File: src/rtl/relay_spi_pkg.sv
// Shared constants and types of the relay driver frame interface
package relay_spi_pkg;

  localparam int FRAME_BITS = 16;
  localparam logic [5:0] FRAME_MIN_CLKS = 6'h10;
  localparam logic [5:0] FRAME_MAX_CLKS = 6'h20;
  localparam logic [5:0] CLK_COUNT_MAX = 6'h3f;
  localparam logic [2:0] BYTE_ALIGN_MASK = 3'h7;

  // Leading command bits
  localparam logic [1:0] LEAD_WRITE = 2'h2;
  localparam logic [1:0] LEAD_READ = 2'h1;
  // Trailing bits of a read
  localparam logic [1:0] TAIL_DIAG = 2'h1;
  localparam logic [1:0] TAIL_REG = 2'h2;
  // Leading bits of a register content reply
  localparam logic [1:0] REPLY_REG_LEAD = 2'h2;

  localparam int TER_BIT = 10;

  // Address map of the local register banks
  localparam logic [3:0] BYTE_ADDR_LAST = 4'h3;
  localparam logic [3:0] WORD_ADDR_FIRST = 4'h4;
  localparam logic [3:0] WORD_ADDR_LAST = 4'h7;
  localparam logic [3:0] SOFT_RESET_ADDR = 4'hf;
  localparam int BYTE_REGS = 16;
  localparam int WORD_REGS = 4;

  // Arbitrary fixed reply words
  localparam logic [15:0] RESET_REPLY = 16'h4400;
  localparam logic [15:0] SYNTAX_REPLY = 16'h4000;

  localparam int WR_ENTRY_BITS = 17;
  localparam int WR_BUF_DEPTH = 2;

  typedef enum logic [1:0] {
    CLS_BYTE,
    CLS_WORD,
    CLS_SOFT_RESET,
    CLS_RESERVED
  } addr_class_t;

endpackage

File: src/rtl/relay_spi_frame.sv
// Serial frame slave of the relay driver: shifting, decoding and replies
`timescale 1ns/1ps
module relay_spi_frame (
  input wire logic CORE_CLK,
  input wire logic RESET,
  input wire logic CHIP_SELECT_N,
  input wire logic SERIAL_CLK,
  input wire logic SERIAL_IN,
  output logic SERIAL_OUT,
  output logic SERIAL_OUT_OE_N,
  input wire logic [14:0] DIAG_BITS,
  output logic WR_VALID,
  input wire logic WR_READY,
  output logic WR_WIDE,
  output logic [5:0] WR_ADDR,
  output logic [9:0] WR_DATA
);

  ////////////////////////////////////////////////////////////////////////////
  // Pin synchronisers

  logic cs_s1_q;
  logic cs_s2_q;
  logic sck_s1_q;
  logic sck_s2_q;
  logic sck_prev_q;
  logic si_s1_q;
  logic si_s2_q;

  always_ff @(posedge CORE_CLK) begin
    if (RESET) begin
      cs_s1_q <= 1'b1;
      cs_s2_q <= 1'b1;
      sck_s1_q <= 1'b0;
      sck_s2_q <= 1'b0;
      sck_prev_q <= 1'b0;
      si_s1_q <= 1'b0;
      si_s2_q <= 1'b0;
    end else begin
      cs_s1_q <= CHIP_SELECT_N;
      cs_s2_q <= cs_s1_q;
      sck_s1_q <= SERIAL_CLK;
      sck_s2_q <= sck_s1_q;
      sck_prev_q <= sck_s2_q;
      si_s1_q <= SERIAL_IN;
      si_s2_q <= si_s1_q;
    end
  end

  ////////////////////////////////////////////////////////////////////////////
  // Frame state

  typedef enum logic [1:0] {ST_IDLE, ST_FRAME, ST_EVAL} state_t;

  state_t state_q;
  state_t state_d;
  logic [15:0] in_shift_q;
  logic [15:0] in_shift_d;
  logic [15:0] out_shift_q;
  logic [15:0] out_shift_d;
  logic [15:0] reply_q;
  logic [15:0] reply_d;
  logic [5:0] clk_cnt_q;
  logic [5:0] clk_cnt_d;
  logic [7:0] byte_mem_q [relay_spi_pkg::BYTE_REGS];
  logic [7:0] byte_mem_d [relay_spi_pkg::BYTE_REGS];
  logic [9:0] word_mem_q [relay_spi_pkg::WORD_REGS];
  logic [9:0] word_mem_d [relay_spi_pkg::WORD_REGS];
  logic wr_push;
  logic wr_in_ready;
  logic [relay_spi_pkg::WR_ENTRY_BITS-1:0] wr_entry;
  logic [relay_spi_pkg::WR_ENTRY_BITS-1:0] wr_out_entry;

  logic sck_fall;
  logic sck_rise;

  assign sck_fall = sck_prev_q && !sck_s2_q && !cs_s2_q;
  assign sck_rise = !sck_prev_q && sck_s2_q && !cs_s2_q;

  function automatic relay_spi_pkg::addr_class_t addr_class(input logic [3:0] prim);
    if (prim <= relay_spi_pkg::BYTE_ADDR_LAST) begin
      addr_class = relay_spi_pkg::CLS_BYTE;
    end else if (prim >= relay_spi_pkg::WORD_ADDR_FIRST &&
                 prim <= relay_spi_pkg::WORD_ADDR_LAST) begin
      addr_class = relay_spi_pkg::CLS_WORD;
    end else if (prim == relay_spi_pkg::SOFT_RESET_ADDR) begin
      addr_class = relay_spi_pkg::CLS_SOFT_RESET;
    end else begin
      addr_class = relay_spi_pkg::CLS_RESERVED;
    end
  endfunction

  always_comb begin
    logic [15:0] cmd;
    logic [3:0] prim;
    logic [1:0] sec;
    logic frame_ok;
    logic [15:0] diag;
    relay_spi_pkg::addr_class_t cls;
    cmd = in_shift_q;
    prim = in_shift_q[13:10];
    sec = in_shift_q[9:8];
    cls = addr_class(prim);
    frame_ok = clk_cnt_q >= relay_spi_pkg::FRAME_MIN_CLKS &&
               clk_cnt_q <= relay_spi_pkg::FRAME_MAX_CLKS &&
               (clk_cnt_q[2:0] & relay_spi_pkg::BYTE_ALIGN_MASK) == 3'h0;
    diag = {1'b0, DIAG_BITS};
    // Flags the frame just ended; its reply goes out one frame later
    diag[relay_spi_pkg::TER_BIT] = !frame_ok;
    state_d = state_q;
    in_shift_d = in_shift_q;
    out_shift_d = out_shift_q;
    reply_d = reply_q;
    clk_cnt_d = clk_cnt_q;
    byte_mem_d = byte_mem_q;
    word_mem_d = word_mem_q;
    wr_push = 1'b0;
    wr_entry = {prim, sec, cmd[9:0], cls == relay_spi_pkg::CLS_WORD};
    case (state_q)
      ST_IDLE: begin
        if (!cs_s2_q) begin
          out_shift_d = reply_q;
          clk_cnt_d = 6'h0;
          state_d = ST_FRAME;
        end
      end
      ST_FRAME: begin
        if (sck_fall) begin
          in_shift_d = {in_shift_q[14:0], si_s2_q};
          if (clk_cnt_q != relay_spi_pkg::CLK_COUNT_MAX) begin
            clk_cnt_d = clk_cnt_q + 6'h1;
          end
        end
        if (sck_rise) begin
          out_shift_d = {out_shift_q[14:0], 1'b0};
        end
        if (cs_s2_q) begin
          state_d = ST_EVAL;
        end
      end
      ST_EVAL: begin
        state_d = ST_IDLE;
        if (!frame_ok) begin
          reply_d = diag;
          reply_d[relay_spi_pkg::TER_BIT] = 1'b1;
        end else if (cmd[15:14] == relay_spi_pkg::LEAD_WRITE) begin
          if (cls == relay_spi_pkg::CLS_RESERVED) begin
            reply_d = relay_spi_pkg::SYNTAX_REPLY;
          end else if (cls == relay_spi_pkg::CLS_SOFT_RESET) begin
            reply_d = relay_spi_pkg::RESET_REPLY;
            for (int i = 0; i < relay_spi_pkg::BYTE_REGS; i++) begin
              byte_mem_d[i] = 8'h00;
            end
            for (int i = 0; i < relay_spi_pkg::WORD_REGS; i++) begin
              word_mem_d[i] = 10'h000;
            end
          end else if (!wr_in_ready) begin
            state_d = ST_EVAL; // Hold the frame until the write can be reported
          end else begin
            wr_push = 1'b1;
            reply_d = diag;
            if (cls == relay_spi_pkg::CLS_WORD) begin
              word_mem_d[prim[1:0]] = cmd[9:0];
            end else begin
              byte_mem_d[{prim[1:0], sec}] = cmd[7:0];
            end
          end
        end else if (cmd[15] == 1'b0 && cmd[1:0] == relay_spi_pkg::TAIL_DIAG) begin
          reply_d = diag;
        end else if (cmd[15:14] != relay_spi_pkg::LEAD_READ) begin
          reply_d = relay_spi_pkg::SYNTAX_REPLY;
        end else if (cmd[1:0] != relay_spi_pkg::TAIL_REG ||
                     cls == relay_spi_pkg::CLS_RESERVED ||
                     cls == relay_spi_pkg::CLS_SOFT_RESET) begin
          reply_d = relay_spi_pkg::SYNTAX_REPLY;
        end else if (cls == relay_spi_pkg::CLS_WORD) begin
          reply_d = {relay_spi_pkg::REPLY_REG_LEAD, prim, word_mem_q[prim[1:0]]};
        end else begin
          reply_d = {relay_spi_pkg::REPLY_REG_LEAD, prim, sec,
                     byte_mem_q[{prim[1:0], sec}]};
        end
      end
      default: begin
        state_d = ST_IDLE;
      end
    endcase
  end

  always_ff @(posedge CORE_CLK) begin
    if (RESET) begin
      state_q <= ST_IDLE;
      in_shift_q <= 16'h0000;
      out_shift_q <= 16'h0000;
      reply_q <= relay_spi_pkg::RESET_REPLY;
      clk_cnt_q <= 6'h00;
      for (int i = 0; i < relay_spi_pkg::BYTE_REGS; i++) begin
        byte_mem_q[i] <= 8'h00;
      end
      for (int i = 0; i < relay_spi_pkg::WORD_REGS; i++) begin
        word_mem_q[i] <= 10'h000;
      end
    end else begin
      state_q <= state_d;
      in_shift_q <= in_shift_d;
      out_shift_q <= out_shift_d;
      reply_q <= reply_d;
      clk_cnt_q <= clk_cnt_d;
      byte_mem_q <= byte_mem_d;
      word_mem_q <= word_mem_d;
    end
  end

  ////////////////////////////////////////////////////////////////////////////
  // Outputs

  // Released by the synchronised select, so release lags the pin by 1-2 cycles
  assign SERIAL_OUT = out_shift_q[15];
  assign SERIAL_OUT_OE_N = cs_s2_q || state_q != ST_FRAME;

  relay_wr_buffer #(
    .WIDTH(relay_spi_pkg::WR_ENTRY_BITS),
    .DEPTH(relay_spi_pkg::WR_BUF_DEPTH)
  ) wr_buf (
    .clk(CORE_CLK),
    .rst(RESET),
    .in_valid(wr_push),
    .in_ready(wr_in_ready),
    .in_data(wr_entry),
    .out_valid(WR_VALID),
    .out_ready(WR_READY),
    .out_data(wr_out_entry)
  );

  assign WR_ADDR = wr_out_entry[16:11];
  assign WR_DATA = wr_out_entry[10:1];
  assign WR_WIDE = wr_out_entry[0];

endmodule

File: src/rtl/relay_wr_buffer.sv
// Two-entry valid/ready buffer for register write notifications
`timescale 1ns/1ps
module relay_wr_buffer #(
  parameter int WIDTH = 17,
  parameter int DEPTH = 2
) (
  input wire logic clk,
  input wire logic rst,
  input wire logic in_valid,
  output logic in_ready,
  input wire logic [WIDTH-1:0] in_data,
  output logic out_valid,
  input wire logic out_ready,
  output logic [WIDTH-1:0] out_data
);

  logic [WIDTH-1:0] mem_q [DEPTH];
  logic [WIDTH-1:0] mem_d [DEPTH];
  logic rd_ptr_q;
  logic rd_ptr_d;
  logic wr_ptr_q;
  logic wr_ptr_d;
  logic [1:0] fill_q;
  logic [1:0] fill_d;
  logic push;
  logic pop;

  assign in_ready = fill_q != 2'(DEPTH);
  assign out_valid = fill_q != 2'h0;
  assign out_data = mem_q[rd_ptr_q];
  assign push = in_valid && in_ready;
  assign pop = out_valid && out_ready;

  always_comb begin
    mem_d = mem_q;
    rd_ptr_d = rd_ptr_q;
    wr_ptr_d = wr_ptr_q;
    fill_d = fill_q;
    if (push) begin
      mem_d[wr_ptr_q] = in_data;
      wr_ptr_d = ~wr_ptr_q;
    end
    if (pop) begin
      rd_ptr_d = ~rd_ptr_q;
    end
    if (push && !pop) begin
      fill_d = fill_q + 2'h1;
    end else if (pop && !push) begin
      fill_d = fill_q - 2'h1;
    end
  end

  always_ff @(posedge clk) begin
    if (rst) begin
      rd_ptr_q <= 1'b0;
      wr_ptr_q <= 1'b0;
      fill_q <= 2'h0;
      for (int i = 0; i < DEPTH; i++) begin
        mem_q[i] <= '0;
      end
    end else begin
      rd_ptr_q <= rd_ptr_d;
      wr_ptr_q <= wr_ptr_d;
      fill_q <= fill_d;
      mem_q <= mem_d;
    end
  end

endmodule
File: config.mk
export PLATFORM = sky130hd
export DESIGN_NAME = relay_spi_frame
export DESIGN_NICKNAME = d
export VERILOG_FILES = /design/src/rtl/relay_spi_pkg.sv /design/src/rtl/relay_spi_frame.sv /design/src/rtl/relay_wr_buffer.sv
export SDC_FILE = /design/constraint.sdc
export NUM_CORES = 1
export LEC_CHECK = 0
export ABC_CLOCK_PERIOD_IN_PS = 3100
export CORE_MARGIN = 10
export CORE_UTILIZATION = 50
export CTS_CLUSTER_SIZE = 20
export DETAILED_ROUTE_END_ITERATION = 7
export DONT_BUFFER_PORTS = 1
export PLACE_DENSITY = 0.76
export SLEW_MARGIN = 20
export SYNTH_ARGS = -nofsm -noshare
export SYNTH_HDL_FRONTEND = slang
export SYNTH_HIERARCHICAL = 1
export SYNTH_SLANG_ARGS = --single-unit
File: constraint.sdc
create_clock -name CORE_CLK -period 3.1 [get_ports CORE_CLK]
set_clock_uncertainty 0.15 [all_clocks]
set_input_delay 0.465 -clock CORE_CLK [delete_from_list [all_inputs] [get_ports CORE_CLK]]
set_output_delay 0.465 -clock CORE_CLK [all_outputs]
set_load 0.1 [all_outputs]
==> results.json <==
{
  "ys_seq_area_share_pct": 45.6,
  "yosysMostFrequentCell": "dfxtp_1",
  "grt_pass1_wl_um": 47300,
  "cts_tree": "built",
  "dpl.cell_count": 1507,
  "p_comb_share_pct": 2.1,
  "grt_antenna_before_repair": 0,
  "rows": 56,
  "drt-pass1-iter-count": 5,
  "tightest_slew_ns": 1.00,
  "dpl_cell_area_um2": 12100,
  "synth_area_leader_cell": "dfxtp_1",
  "required_ns": 3.36,
  "synth_top_area_share_pct": 45.6,
  "cp-start-kind": "register",
  "pwr-share-clk_pct": 48.6,
  "area_growth_pct": 11.8,
  "dp_hpwl_um": 18200,
  "hold_viol": 0,
  "die_y_um": 174,
  "cpMostUsedCell": "nand3_1",
  "max_freq_mhz": 334,
  "hp-class": "primary input to register",
  "stdcell_count": 1573,
  "synthTopCellsByArea": "dfxtp_1 (46%), nand3_1 (6.7%), o21ai_0 (5.5%)",
  "period_needed_ns": 2.99,
  "crit_chain": "or2_2, nand2_1, ha_1, buf_4, nor2_1, nor3_1, nand3_1, nand3_1, o21ai_0",
  "first_iter_violations": 773,
  "synth-seq-cells": 269,
  "cts_resized": 0,
  "cap_violations": 0,
  "num_vias": 9280,
  "synth-warning-count": 6,
  "synthCells": 1261,
  "synth.avg_cell_area_um2": 9.36,
  "synth_common_cells": "dfxtp_1 (269), nand3_1 (158), o21ai_0 (130)",
  "startpoint": "in_shift_q[12]",
  "intPower_mw": 5.64,
  "die_area_um2": 30200,
  "n_antenna_cell": 0,
  "grt_max_degree": 129,
  "wire_per_inst_um": 18.5,
  "start_util_pct": 50.6,
  "synth_edf_count": 0,
  "r2r_end": "byte_mem_q[106]",
  "period_share_pct": 96.6,
  "viasPerCell": 5.90,
  "setup_tns_ns": 0,
  "cts_sinks": 269,
  "clkTransAtPathRegs_ns": 0.06,
  "r2r_slack_ns": 0.11,
  "setup_violations": 0,
  "grt.total_usage_pct": 18.7,
  "final_layout_size_suffix_gt1_share_pct": 13.8,
  "nNetsFinal": 1261,
  "syn_area_um2": 11800,
  "coreArea_um2": 23300,
  "power_switching_mw": 1.45,
  "cts_buffers": 28,
  "status": "finished clean",
  "ir_drop_v": 0.000361,
  "switching_share_pct": 20.4,
  "grt_pass1_vias": 8948,
  "drv_slew": 0,
  "seqPwrFrac_pct": 49.3,
  "critical_path.endpoint": "byte_mem_q[106]",
  "critPathKind": "register to register",
  "crit_slowest_cell": "nand3_1",
  "grt_overflow": 0,
  "gp_congestion": 0.841,
  "ys.flop_type": "dfxtp_1",
  "die_w_um": 174,
  "ant_nets": 0,
  "rsz0062_at_grt": "yes",
  "synthArstFlopShare_pct": 0,
  "wl_um": 29100,
  "critPathMaxFanout": 17,
  "ff2ff_path_depth": 9,
  "port_buffers": 0,
  "holdWs_ns": 0.0186,
  "fin_util_pct": 56.6,
  "syn_nets": 1287,
  "pin_count": 41,
  "p_leak_nw": 4.64,
  "remaining_drc_errors": 0,
  "synth_cell_types": 57,
  "cts.htree.levels": 1,
  "postLayoutCellArea_um2": 13200,
  "clock_latency_ns": 0.54,
  "crit_arrival_ns": 3.25,
  "cpPeakStageDelay_ns": 0.55,
  "slew_headroom_pct": 33.0,
  "end_kind": "register",
  "clockBufferDepth": 3,
  "cts_root_buf": "clkbuf_16",
  "pwr_density_cell_nw_per_um2": 537,
  "reg2reg_from": "in_shift_q[12]"
}
[logic make-up (layout without fill, tap and decap cells)]
group | after synthesis | count (layout) | share of synthesized area (%)
AOI/OAI and AO/OA | 318 | 318 | 17.6
and+or+nand+nor | 438 | 438 | 19.5
adders and majority gates | 5 | 5 | 0.530
buffers and inverters | 120 | 113 | 4.42
xor gates and xnor gates | 6 | 6 | 0.445
DFF | 269 | 269 | 45.6
muxes | 105 | 105 | 11.8
[worst max-delay path: cells and delay by family, from the launching register on]
| kind | cells | cell delay (ns) |
|---|---|---|
| and+or+nand+nor | 6 | 1.86 |
| DFF | 1 | 0.30 |
| buffers and inverters | 1 | 0.23 |
| adders and majority gates | 1 | 0.20 |
| AOI/OAI and AO/OA | 1 | 0.11 |
[metal layers]
metal	vias up	routed length (µm)	global-route usage [%]
li1	4517	-	-
met1	4420	12600	23.7
met2	268	13900	31.5
met3	75	1710	2.90
met4	0	925	6.73
met5	-	0	0
[repair_timing]
item                                    CTS  global route
hold endpoints to repair                 87             0
hold buffers                             15             0
buffers inserted                          0             2
endpoints found under the setup margin    0            30
[worst min-delay path by stage]
stage | slack, ns | cells after the start | to | startpoint
floorplan | 0.24 | 1 | cs_s2_q | cs_s1_q
finish | 0.02 | 2 | wr_buf/mem_q[2] | RESET
CTS | 0.003 | 2 | wr_buf/mem_q[2] | RESET
detailed placement | 0.25 | 1 | cs_s2_q | cs_s1_q
global route | 0.03 | 2 | wr_buf/mem_q[2] | RESET
global placement | 0.25 | 1 | cs_s2_q | cs_s1_q
[registers in the layout, summed over array words and instances (netlist names), 2 cells and up]
register / flops
clk_cnt_q: 6
wr_buf/mem_q: 34
state_q: 2
word_mem_q: 40
reply_q: 16
wr_buf/fill_q: 2
byte_mem_q: 128
out_shift_q: 16
in_shift_q: 16
[through the flow]
stage / setup slack [ns] / total power, mW
6_report: 0.105 / 7.09
5_1_grt: -0.185 / 7.28
4_1_cts: 0.127 / 7.13
3_5_place_dp: 0.144 / 3.68
3_3_place_gp: 0.255 / 3.67
2_1_floorplan: 0.0997 / 3.67
[layout by cell type, fill, tap and decap left out, types with 6 or more instances in the layout]
cell,n
nor3_1,10
o31ai_1,9
nand4_1,7
a22o_1,8
mux2i_1,62
mux4_2,26
nand2_1,45
o21ai_0,130
and2_1,18
xor2_1,6
mux2_2,17
clkbuf_8,7
clkbuf_16,29
inv_1,8
dfxtp_1,267
nand3_1,158
clkbuf_1,6
buf_4,38
nor2_1,66
dlygate4sd3_1,14
nor2b_1,27
a21oi_1,27
nand2b_1,59
a211oi_1,39
or2_2,19
o2bb2ai_1,40
nor4_1,8
o21ai_1,39
[layout make-up]
cell class	count	area [µm²]
fill	2037	10100
multi-input combinational	872	5930
sequential	269	5390
clock buffer	42	845
timing repair buffer	55	493
tap	319	399
clock inverter	7	110
inverter	9	33.8
[power by group through the flow]
stage	Sequential (mW)	Combinational, mW	Clock (mW)
after global placement	3.57	0.106	0
after global routing	3.49	0.162	3.63
after CTS	3.49	0.150	3.49
after floorplan	3.56	0.105	0
after detailed placement	3.57	0.108	0
final	3.49	0.151	3.45
No activity file was read; power rests on OpenSTA's default activity.
